$ cat src/core/dtcc_pkg.sv
// Purpose: shared constants of the dual time base capture/compare block
// Assumes: 16-bit register port, word addressed, 64 locations
// Notes: compare modes live in the function field of each channel mode register
package dtcc_pkg;

  // sizes
  localparam int DW = 16;
  localparam int AW = 6;
  localparam int NCH = 16;
  localparam int NPAIR = 8;
  localparam int PRE_W = 9;
  localparam int STAG_SLOTS = 8;

  // register offsets
  localparam logic [5:0] OFS_TMR0 = 6'h00;
  localparam logic [5:0] OFS_TMR1 = 6'h01;
  localparam logic [5:0] OFS_REL0 = 6'h02;
  localparam logic [5:0] OFS_REL1 = 6'h03;
  localparam logic [5:0] OFS_TCON = 6'h04;
  localparam logic [5:0] OFS_STAT = 6'h05;
  localparam logic [5:0] OFS_MASK = 6'h06;
  localparam logic [5:0] OFS_DREG = 6'h07;
  localparam logic [1:0] OFS_MODE_BANK = 2'h1;
  localparam logic [1:0] OFS_VAL_BANK = 2'h2;

  // timer control fields, timer 1 sits eight bits above timer 0
  localparam int TCON_RUN_POS = 0;
  localparam int TCON_SEL_POS = 1;
  localparam int TCON_T1_SHIFT = 8;
  localparam int TCON_STAG_POS = 15;

  // channel mode fields
  localparam int MODE_FN_POS = 0;
  localparam int MODE_TSEL_POS = 3;
  localparam int MODE_SEV_POS = 4;

  // channel functions
  localparam logic [2:0] FN_OFF = 3'h0;
  localparam logic [2:0] FN_CAP_RISE = 3'h1;
  localparam logic [2:0] FN_CAP_FALL = 3'h2;
  localparam logic [2:0] FN_CAP_BOTH = 3'h3;
  localparam logic [2:0] FN_CMP0 = 3'h4;
  localparam logic [2:0] FN_CMP1 = 3'h5;
  localparam logic [2:0] FN_CMP2 = 3'h6;
  localparam logic [2:0] FN_CMP3 = 3'h7;

  // count clock sources
  localparam logic [2:0] SEL_DIV1 = 3'h0;
  localparam logic [2:0] SEL_DIV8 = 3'h1;
  localparam logic [2:0] SEL_DIV64 = 3'h2;
  localparam logic [2:0] SEL_DIV512 = 3'h3;
  localparam logic [2:0] SEL_GPT = 3'h4;
  localparam logic [2:0] SEL_EXT = 3'h5;

  // values after reset and the count limit
  localparam logic [15:0] RST_WORD = 16'h0000;
  localparam logic [4:0] RST_MODE = 5'h00;
  localparam logic [15:0] CNT_MAX = 16'hFFFF;

endpackage

$ cat src/core/dtcc_tbase_if.sv
// Purpose: carries one time base between the control logic and its timer
// Assumes: all signals on ref_clk
// Notes: ovf is a one-cycle pulse in the cycle the reload happens
`timescale 1ns/1ps
interface dtcc_tbase_if;
  logic tick;
  logic load;
  logic [15:0] load_val;
  logic [15:0] reload;
  logic [15:0] count;
  logic ovf;
  logic upd;
  modport tmr (input tick, input load, input load_val, input reload, output count, output ovf, output upd);
  modport ctl (output tick, output load, output load_val, output reload, input count, input ovf, input upd);
endinterface

$ cat src/core/dtcc_timer.sv
// Purpose: one 16-bit up counting time base with reload on overflow
// Assumes: tick is a one-cycle pulse on ref_clk
// Notes: upd flags the cycle in which a fresh count value is visible
`timescale 1ns/1ps
module dtcc_timer (
  // clock and reset
  input wire logic ref_clk,
  input wire logic rst_b,
  // time base link
  dtcc_tbase_if.tmr tb
);

  logic [15:0] cnt_r;
  logic upd_r;
  logic wrap;

  ////////////////////////////////////////////////////////////////////////
  // overflow decode
  assign wrap = tb.tick && !tb.load && (cnt_r == dtcc_pkg::CNT_MAX);
  assign tb.ovf = wrap;
  assign tb.count = cnt_r;
  assign tb.upd = upd_r;

  // count, software load, reload on wrap
  always_ff @(posedge ref_clk)
  begin
    if (!rst_b)
    begin
      cnt_r <= dtcc_pkg::RST_WORD;
      upd_r <= 1'b0;
    end
    else
    begin
      upd_r <= tb.load | tb.tick;
      if (tb.load)
        cnt_r <= tb.load_val;
      else if (wrap)
        cnt_r <= tb.reload;
      else if (tb.tick)
        cnt_r <= cnt_r + 16'h0001;
    end
  end

endmodule

$ cat src/core/dtcc_pin_sync.sv
// Purpose: three-stage synchroniser with agreement filter and edge pulses
// Assumes: inputs are asynchronous to ref_clk
// Notes: a change is accepted once stages two and three agree
`timescale 1ns/1ps
module dtcc_pin_sync #(
  parameter int W = 16
) (
  // clock and reset
  input wire logic ref_clk,
  input wire logic rst_b,
  // raw and filtered levels
  input wire logic [W-1:0] raw,
  output logic [W-1:0] lvl,
  output logic [W-1:0] rise,
  output logic [W-1:0] fall
);

  logic [W-1:0] s1_r, s2_r, s3_r, lvl_r, rise_r, fall_r;
  wire [W-1:0] agree = ~(s2_r ^ s3_r);
  wire [W-1:0] lvl_nxt = (s3_r & agree) | (lvl_r & ~agree);

  // elaboration guard on the width
  if (W < 1)
  begin : g_width_chk
    $error("width must be at least one");
  end

  // sync chain and edge pulses
  always_ff @(posedge ref_clk)
  begin
    if (!rst_b)
    begin
      s1_r <= '0;
      s2_r <= '0;
      s3_r <= '0;
      lvl_r <= '0;
      rise_r <= '0;
      fall_r <= '0;
    end
    else
    begin
      s1_r <= raw;
      s2_r <= s1_r;
      s3_r <= s2_r;
      lvl_r <= lvl_nxt;
      rise_r <= lvl_nxt & ~lvl_r;
      fall_r <= ~lvl_nxt & lvl_r;
    end
  end

  assign lvl = lvl_r;
  assign rise = rise_r;
  assign fall = fall_r;

endmodule

$ cat src/core/dtcc_top.sv
// Purpose: sixteen-channel capture/compare array on two reloadable time bases
// Assumes: 40 MHz ref_clk, synchronous active-low reset, plain register port
// Notes: pins and external count inputs are synchronised inside
//
// Implementation choices: strobed register access and the register offsets.
`timescale 1ns/1ps
// How it works
// - sixteen channels act with one-clock resolution, or eight clocks when staggering is on.
// - two independent 16-bit timers each have their own reload register.
// - each timer counts on a prescaled system clock or on the general timer six overflow pulse.
// - each timer can instead count edges of its external count input.
// - sixteen channel registers each choose a timer and capture or compare on their own.
// - each channel owns one pin, input while capturing and output while comparing.
// - a qualifying pin edge copies the assigned timer into a capturing channel.
// - every capture sets that channel's own interrupt request.
// - the capture edge is rising, falling or both, per channel.
// - compare channels are checked against their timer on every new count and act on a match.
// - mode 0 only requests an interrupt, as often as matches occur.
// - mode 1 toggles the pin on each match.
// - mode 2 requests an interrupt at most once per timer period.
// - mode 3 sets the pin on a match and clears it on timer overflow, once per period.
// - a double-register pair toggles one shared pin on a match of either channel.
// - a single-event option turns the channel off after its first compare event.
module dtcc_top (
  // clock and reset
  input wire logic ref_clk,
  input wire logic rst_b,
  // register port
  input wire logic [5:0] reg_addr,
  input wire logic [15:0] reg_wdata,
  input wire logic reg_wr,
  input wire logic reg_rd,
  output logic [15:0] reg_rdata,
  // count sources
  input wire logic gpt6_ovf_pulse,
  input wire logic [1:0] ext_count_in,
  // channel pins
  input wire logic [15:0] cc_pin_in,
  output logic [15:0] cc_pin_out,
  output logic [15:0] cc_pin_oe,
  // interrupt
  output logic irq
);

  localparam int N = dtcc_pkg::NCH;
  localparam int NP = dtcc_pkg::NPAIR;

  ////////////////////////////////////////////////////////////////////////
  // storage
  logic [15:0] rel_r [2];
  logic [15:0] tcon_r;
  logic [15:0] stat_r, stat_nxt;
  logic [15:0] mask_r;
  logic [7:0] dreg_r;
  logic [4:0] mode_r [N];
  logic [4:0] mode_nxt [N];
  logic [15:0] val_r [N];
  logic [15:0] val_nxt [N];
  logic [15:0] pin_r, pin_nxt;
  logic [15:0] done_r, done_nxt;
  logic [15:0] rdata_r;
  logic [15:0] rd_nxt;
  logic [dtcc_pkg::PRE_W-1:0] pre_r;
  logic [2:0] slot_r;
  logic [1:0] pend_r, pend_nxt;

  // synchronised inputs
  logic [15:0] pin_rise, pin_fall;
  logic [1:0] ext_rise;

  // per channel decode
  logic [15:0] cap_ev, cmp_ev, match;
  logic [15:0] tick_src;
  logic [1:0] src, tick, ovf, upd;
  logic [15:0] cnt [2];

  dtcc_tbase_if tb0 ();
  dtcc_tbase_if tb1 ();

  // elaboration guard on the array shape
  if (N != 16 || NP * 2 != N)
  begin : g_shape_chk
    $error("array must hold sixteen channels in eight pairs");
  end

  ////////////////////////////////////////////////////////////////////////
  // prescale decode, one tick per selected period
  function automatic logic div_tick(input logic [2:0] sel, input logic [dtcc_pkg::PRE_W-1:0] pre,
                                    input logic gpt, input logic ext);
    logic t;
    t = 1'b0;
    case (sel)
      dtcc_pkg::SEL_DIV1: t = 1'b1;
      dtcc_pkg::SEL_DIV8: t = (pre[2:0] == 3'h0);
      dtcc_pkg::SEL_DIV64: t = (pre[5:0] == 6'h00);
      dtcc_pkg::SEL_DIV512: t = (pre[8:0] == 9'h000);
      dtcc_pkg::SEL_GPT: t = gpt;
      dtcc_pkg::SEL_EXT: t = ext;
      default: t = 1'b0;
    endcase
    return t;
  endfunction

  ////////////////////////////////////////////////////////////////////////
  // input synchronisers
  dtcc_pin_sync #(.W(16)) u_pin_sync (
    .ref_clk(ref_clk),
    .rst_b(rst_b),
    .raw(cc_pin_in),
    .lvl(),
    .rise(pin_rise),
    .fall(pin_fall)
  );

  dtcc_pin_sync #(.W(2)) u_ext_sync (
    .ref_clk(ref_clk),
    .rst_b(rst_b),
    .raw(ext_count_in),
    .lvl(),
    .rise(ext_rise),
    .fall()
  );

  ////////////////////////////////////////////////////////////////////////
  // register decode
  wire stag_on = tcon_r[dtcc_pkg::TCON_STAG_POS];
  wire [3:0] idx = reg_addr[3:0];
  wire wr_tmr0 = reg_wr && (reg_addr == dtcc_pkg::OFS_TMR0);
  wire wr_tmr1 = reg_wr && (reg_addr == dtcc_pkg::OFS_TMR1);
  wire wr_rel0 = reg_wr && (reg_addr == dtcc_pkg::OFS_REL0);
  wire wr_rel1 = reg_wr && (reg_addr == dtcc_pkg::OFS_REL1);
  wire wr_tcon = reg_wr && (reg_addr == dtcc_pkg::OFS_TCON);
  wire wr_stat = reg_wr && (reg_addr == dtcc_pkg::OFS_STAT);
  wire wr_mask = reg_wr && (reg_addr == dtcc_pkg::OFS_MASK);
  wire wr_dreg = reg_wr && (reg_addr == dtcc_pkg::OFS_DREG);
  wire wr_mode = reg_wr && (reg_addr[5:4] == dtcc_pkg::OFS_MODE_BANK);
  wire wr_val = reg_wr && (reg_addr[5:4] == dtcc_pkg::OFS_VAL_BANK);
  wire slot_ok = !stag_on || (slot_r == 3'h0);

  ////////////////////////////////////////////////////////////////////////
  // count clock selection per timer
  assign src[0] = div_tick(tcon_r[dtcc_pkg::TCON_SEL_POS +: 3], pre_r, gpt6_ovf_pulse, ext_rise[0]);
  assign src[1] = div_tick(tcon_r[dtcc_pkg::TCON_T1_SHIFT + dtcc_pkg::TCON_SEL_POS +: 3], pre_r,
                           gpt6_ovf_pulse, ext_rise[1]);
  assign tick[0] = tcon_r[dtcc_pkg::TCON_RUN_POS] && slot_ok && (src[0] || pend_r[0]);
  assign tick[1] = tcon_r[dtcc_pkg::TCON_T1_SHIFT + dtcc_pkg::TCON_RUN_POS] && slot_ok
                   && (src[1] || pend_r[1]);
  assign pend_nxt = slot_ok ? 2'b00 : (pend_r | (src & {tcon_r[dtcc_pkg::TCON_T1_SHIFT + dtcc_pkg::TCON_RUN_POS],
                                                        tcon_r[dtcc_pkg::TCON_RUN_POS]}));

  ////////////////////////////////////////////////////////////////////////
  // two time bases
  assign tb0.tick = tick[0];
  assign tb0.load = wr_tmr0;
  assign tb0.load_val = reg_wdata;
  assign tb0.reload = rel_r[0];
  assign tb1.tick = tick[1];
  assign tb1.load = wr_tmr1;
  assign tb1.load_val = reg_wdata;
  assign tb1.reload = rel_r[1];
  assign cnt[0] = tb0.count;
  assign cnt[1] = tb1.count;
  assign ovf = {tb1.ovf, tb0.ovf};
  assign upd = {tb1.upd, tb0.upd};

  dtcc_timer u_tmr0 (.ref_clk(ref_clk), .rst_b(rst_b), .tb(tb0.tmr));
  dtcc_timer u_tmr1 (.ref_clk(ref_clk), .rst_b(rst_b), .tb(tb1.tmr));

  ////////////////////////////////////////////////////////////////////////
  // channel events
  always_comb
  begin
    for (int i = 0; i < N; i++)
    begin
      logic [2:0] fn;
      logic ts;
      fn = mode_r[i][dtcc_pkg::MODE_FN_POS +: 3];
      ts = mode_r[i][dtcc_pkg::MODE_TSEL_POS];
      cap_ev[i] = ((fn == dtcc_pkg::FN_CAP_RISE || fn == dtcc_pkg::FN_CAP_BOTH) && pin_rise[i])
                  || ((fn == dtcc_pkg::FN_CAP_FALL || fn == dtcc_pkg::FN_CAP_BOTH) && pin_fall[i]);
      match[i] = fn[2] && upd[ts] && (cnt[ts] == val_r[i]);
      cmp_ev[i] = match[i] && !((fn == dtcc_pkg::FN_CMP2 || fn == dtcc_pkg::FN_CMP3) && done_r[i]);
      tick_src[i] = ovf[ts];
    end
  end

  ////////////////////////////////////////////////////////////////////////
  // channel next state: value, mode, pin, once-per-period flag
  always_comb
  begin
    pin_nxt = pin_r;
    done_nxt = done_r;
    for (int i = 0; i < N; i++)
    begin
      logic [2:0] fn;
      logic ts;
      fn = mode_r[i][dtcc_pkg::MODE_FN_POS +: 3];
      ts = mode_r[i][dtcc_pkg::MODE_TSEL_POS];
      val_nxt[i] = (wr_val && idx == 4'(i)) ? reg_wdata : val_r[i];
      mode_nxt[i] = (wr_mode && idx == 4'(i)) ? reg_wdata[4:0] : mode_r[i];
      if (cap_ev[i])
        val_nxt[i] = cnt[ts];
      if (tick_src[i])
        done_nxt[i] = 1'b0;
      if (cmp_ev[i])
        done_nxt[i] = 1'b1;
      if (fn == dtcc_pkg::FN_CMP1 && cmp_ev[i])
        pin_nxt[i] = ~pin_r[i];
      if (fn == dtcc_pkg::FN_CMP3 && tick_src[i])
        pin_nxt[i] = 1'b0;
      if (fn == dtcc_pkg::FN_CMP3 && cmp_ev[i])
        pin_nxt[i] = 1'b1;
      if (cmp_ev[i] && mode_r[i][dtcc_pkg::MODE_SEV_POS])
        mode_nxt[i] = dtcc_pkg::RST_MODE;
    end
    // pair k with k+8 on pin k
    for (int k = 0; k < NP; k++)
    begin
      if (dreg_r[k] && cmp_ev[k + NP])
        pin_nxt[k] = ~pin_nxt[k];
    end
  end

  ////////////////////////////////////////////////////////////////////////
  // pin drive enables: compare channels drive, pair slaves do not
  always_comb
  begin
    for (int i = 0; i < N; i++)
    begin
      if (i < NP)
        cc_pin_oe[i] = mode_r[i][2] || dreg_r[i % NP];
      else
        cc_pin_oe[i] = mode_r[i][2] && !dreg_r[i % NP];
    end
  end

  // sticky requests, set wins over a write-one clear
  assign stat_nxt = (wr_stat ? (stat_r & ~reg_wdata) : stat_r) | cap_ev | cmp_ev;

  ////////////////////////////////////////////////////////////////////////
  // read mux
  always_comb
  begin
    rd_nxt = 16'h0000;
    case (reg_addr[5:4])
      dtcc_pkg::OFS_MODE_BANK: rd_nxt = {11'h000, mode_r[idx]};
      dtcc_pkg::OFS_VAL_BANK: rd_nxt = val_r[idx];
      2'h0:
      begin
        case (reg_addr)
          dtcc_pkg::OFS_TMR0: rd_nxt = cnt[0];
          dtcc_pkg::OFS_TMR1: rd_nxt = cnt[1];
          dtcc_pkg::OFS_REL0: rd_nxt = rel_r[0];
          dtcc_pkg::OFS_REL1: rd_nxt = rel_r[1];
          dtcc_pkg::OFS_TCON: rd_nxt = tcon_r;
          dtcc_pkg::OFS_STAT: rd_nxt = stat_r;
          dtcc_pkg::OFS_MASK: rd_nxt = mask_r;
          dtcc_pkg::OFS_DREG: rd_nxt = {8'h00, dreg_r};
          default: rd_nxt = 16'h0000;
        endcase
      end
      default: rd_nxt = 16'h0000;
    endcase
  end

  ////////////////////////////////////////////////////////////////////////
  // control registers
  always_ff @(posedge ref_clk)
  begin
    if (!rst_b)
    begin
      rel_r[0] <= dtcc_pkg::RST_WORD;
      rel_r[1] <= dtcc_pkg::RST_WORD;
      tcon_r <= dtcc_pkg::RST_WORD;
      mask_r <= dtcc_pkg::RST_WORD;
      dreg_r <= 8'h00;
    end
    else
    begin
      if (wr_rel0)
        rel_r[0] <= reg_wdata;
      if (wr_rel1)
        rel_r[1] <= reg_wdata;
      if (wr_tcon)
        tcon_r <= reg_wdata;
      if (wr_mask)
        mask_r <= reg_wdata;
      if (wr_dreg)
        dreg_r <= reg_wdata[7:0];
    end
  end

  // status, pins, flags, prescaler, stagger slot, read data
  always_ff @(posedge ref_clk)
  begin
    if (!rst_b)
    begin
      stat_r <= dtcc_pkg::RST_WORD;
      pin_r <= dtcc_pkg::RST_WORD;
      done_r <= dtcc_pkg::RST_WORD;
      rdata_r <= dtcc_pkg::RST_WORD;
      pre_r <= '0;
      slot_r <= 3'h0;
      pend_r <= 2'b00;
    end
    else
    begin
      stat_r <= stat_nxt;
      pin_r <= pin_nxt;
      done_r <= done_nxt;
      rdata_r <= reg_rd ? rd_nxt : 16'h0000;
      pre_r <= pre_r + 1'b1;
      slot_r <= slot_r + 3'h1;
      pend_r <= pend_nxt;
    end
  end

  // channel array
  always_ff @(posedge ref_clk)
  begin
    for (int i = 0; i < N; i++)
    begin
      if (!rst_b)
      begin
        mode_r[i] <= dtcc_pkg::RST_MODE;
        val_r[i] <= dtcc_pkg::RST_WORD;
      end
      else
      begin
        mode_r[i] <= mode_nxt[i];
        val_r[i] <= val_nxt[i];
      end
    end
  end

  ////////////////////////////////////////////////////////////////////////
  // outputs
  assign reg_rdata = rdata_r;
  assign cc_pin_out = pin_r;
  assign irq = |(stat_r & mask_r);

endmodule

$ cat config.mk
export PLATFORM = sky130hd
export DESIGN_NAME = dtcc_top
export DESIGN_NICKNAME = d
export VERILOG_FILES = /design/src/core/dtcc_pkg.sv /design/src/core/dtcc_tbase_if.sv /design/src/core/dtcc_timer.sv /design/src/core/dtcc_pin_sync.sv /design/src/core/dtcc_top.sv
export SDC_FILE = /design/constraint.sdc
export NUM_CORES = 2
export LEC_CHECK = 0
export ABC_AREA = 0
export BUFFER_PORTS_ARGS = -buffer_cell sky130_fd_sc_hd__buf_2
export CORE_UTILIZATION = 25
export CTS_CLUSTER_DIAMETER = 150
export DETAILED_ROUTE_END_ITERATION = 16
export GPL_TIMING_DRIVEN = 0
export MAX_ROUTING_LAYER = met4
export PLACE_DENSITY_LB_ADDON = 0.25
export SYNTH_ARGS = -nofsm -noshare
export SYNTH_HDL_FRONTEND = slang
export SYNTH_HIERARCHICAL = 1
export SYNTH_SLANG_ARGS = --single-unit
$ cat constraint.sdc
create_clock -name ref_clk -period 4.8 [get_ports ref_clk]
set_input_delay 0.48 -clock ref_clk [delete_from_list [all_inputs] [get_ports ref_clk]]
set_output_delay 0.48 -clock ref_clk [all_outputs]
set_load 0.005 [all_outputs]
==> metrics <==
Slew @ Worst Pin 1.62 ns; fillcell total 15.1k; sw frac 26.7%; Post-Syn Instances 3861; CTS tree yes; Clk Latency, worst-skew pair 0.69 ns; Power Density 298 nW/um2; YS warnings 6; Final setup viols 14; Final ANT Viol Nets 0; Data arrival, critical path 5.52 ns; max-cap viol count 7; antenna violations before repair 11; type of the worst setup path flop to flop; IO buf count 89; Mapped Avg Cell Area 9.28 um2; Initial Utilization 25.3%; Max Clk Rate 199 MHz; CTS H-Tree Depth 3; clk buf depth 3; detailed placer's ending HPWL 155000 um; critical path launch point type flop; nets 4089; GRT Residual Overflow 0; die height 380 um; sequential share of power 43.3%; drt total wl 209000 um; DRC 0; P_int 9.07 mW; Iter 0 DRT Violations 4547; GRT Total Usage 28.5%; clk root buf clkbuf_16; vias per cell 5.84; largest net degree at the start of global routing 23; unrepaired setup endpoints after global routing false; VDD IR-drop max 0.239 mV; GP Congestion 1.05; met2 Track Usage GR 40.2%; busiest metal layer after global routing met2; static leakage 13.3 nW; Design Area, Final 41500 um2; Hold Fails Final Rpt 0; Clk pin slew, worst setup/hold paths 0.06 ns; CTS Buf Count 78; post-route setup slack -0.230 ns; drt wl/cell 34.8 um; CP Data Required Time 5.29 ns; Die Area 145000 um2; Final min period 5.03 ns; failing checks capacitance limit, slew limit, setup timing; Comb power frac 6.3%; Cell Area, Synth 35800 um2; share of cells above drive strength 1 13.2%; Crit Path Max Fanout 10; vias in the first global route 32.4k; met3 usage 7.39%; P&R area growth vs syn 15.8%; Vias 35.0k; clock sinks 626; Rows 138; outcome finished, violations left; Placed Area 38700 um2; CORE AREA 142000 um2; Worst Clk Skew 0.0435 ns; DR pass1 iterations 7; worst hold-check path type input pin to flop; post-synthesis net count 3912; clock network fraction of total power 50.5%; Max Slew Vio Count 55; io pins 94; first-pass GRT wire length 279000 um; Final period util 105%; Tot Pwr 12.4 mW; met1 usage 36.1%; Psw 3.30 mW; type of element capturing the critical path flop; Slew HR -8.14%; Die W 380 um
[what timing repair did]
item                                    in CTS  in global routing
setup buffers                                0                  0
pin swaps                                    0                  1
endpoints found under the setup margin      38                 27
resized for setup                           22                 16
hold buffers                                 7                  0
endpoints found under the hold margin        7                  0
[flip-flops by register name, summed over array words and instances (netlist names), 3 cells and up]
name and count:
pre_r 9, done_r 16, slot_r 3, dreg_r 8, u_pin_sync/s1_r 16, mask_r 16, rel_r 32, mode_r 80
val_r 256, u_pin_sync/s2_r 16, stat_r 16, reg_rdata 16, tcon_r 16, u_tmr1/tb.count 16, u_pin_sync/lvl 16, u_pin_sync/fall 16
u_tmr0/tb.count 16, cc_pin_out 16, u_pin_sync/s3_r 16, u_pin_sync/rise 16
[worst max-delay path, stage by stage (launching register included)]
cell and delay (ns):
dfxtp_1 0.44, buf_1 0.77, clkbuf_1 1.11, mux2i_1 0.34
xnor2_1 0.25, nor4_1 0.48, nand4_1 0.23, nor3_2 0.90
a22o_1 0.27, a21oi_1 0.06
[power by group through the flow]
stage	Combinational, mW	Clock, mW	Sequential (mW)
6_report	0.775	6.24	5.36
5_1_grt	0.776	6.49	5.35
3_3_place_gp	0.735	0	5.47
4_1_cts	0.744	6.28	5.35
3_5_place_dp	0.738	0	5.47
2_1_floorplan	0.364	0	5.43
[routing by layer]
metal  vias up  share of wire, %  wire (um)
met5         -                 0          0
li1      14577                 -          -
met3       596                10      21400
met4         0               7.1      14700
met1     17513                41      85200
met2      2315                42      87200
[metrics by stage]
step	std cells	setup slack (ns)	setup TNS, ns	util (%)	hold slack [ns]
2_1_floorplan	3861	1.28	0	-	0.397
3_3_place_gp	5840	-0.851	-10.23	27.2	0.412
3_5_place_dp	5842	-0.634	-7.68	27.3	0.413
4_1_cts	5988	0.00941	0	29.2	0.00119
5_1_grt	5997	0.00270	0	29.2	0.0235
6_report	5998	-0.230	-0.979	29.2	0.0159
[final timing paths]
path / slack [ns] / cells past startpoint / start / endpoint
max reg2reg: -0.23 / 9 / u_tmr0/tb.count[4] / cc_pin_out[1]
max: -0.23 / 9 / u_tmr0/tb.count[4] / cc_pin_out[1]
min reg2reg: 0.42 / 1 / u_pin_sync/s2_r[13] / u_pin_sync/fall[13]
min: 0.02 / 2 / cc_pin_in[8] / u_pin_sync/s1_r[8]
[area by class of cell]
class,count,area [um2],area share [%]
Tap cell,1890,2360,5.70
Timing Repair Buffer,99,551,1.33
Sequential cell,626,12900,31.0
Clock buffer,107,2280,5.49
Clock inverter,33,349,0.842
Multi-Input combinational cell,2827,21300,51.4
Antenna cell,10,25.0,0.0604
Inverter,49,194,0.468
Buffer,357,1530,3.70
[layout by cell type, fill, tap and decap left out, types with 43 or more instances in the layout]
| cell | instances |
|---|---|
| a211oi_1 | 483 |
| a21oi_1 | 122 |
| and2_1 | 57 |
| buf_2 | 129 |
| clkbuf_1 | 248 |
| clkbuf_16 | 82 |
| dfxtp_1 | 594 |
| inv_1 | 43 |
| mux2_2 | 75 |
| mux2i_1 | 330 |
| mux4_2 | 105 |
| nand2_1 | 247 |
| nand3_1 | 105 |
| nor2_1 | 263 |
| nor2b_1 | 207 |
| nor3_1 | 46 |
| nor4_1 | 56 |
| o21ai_0 | 51 |
| xnor2_1 | 233 |
| xor2_1 | 50 |
Power figures use the tool's default switching activity.
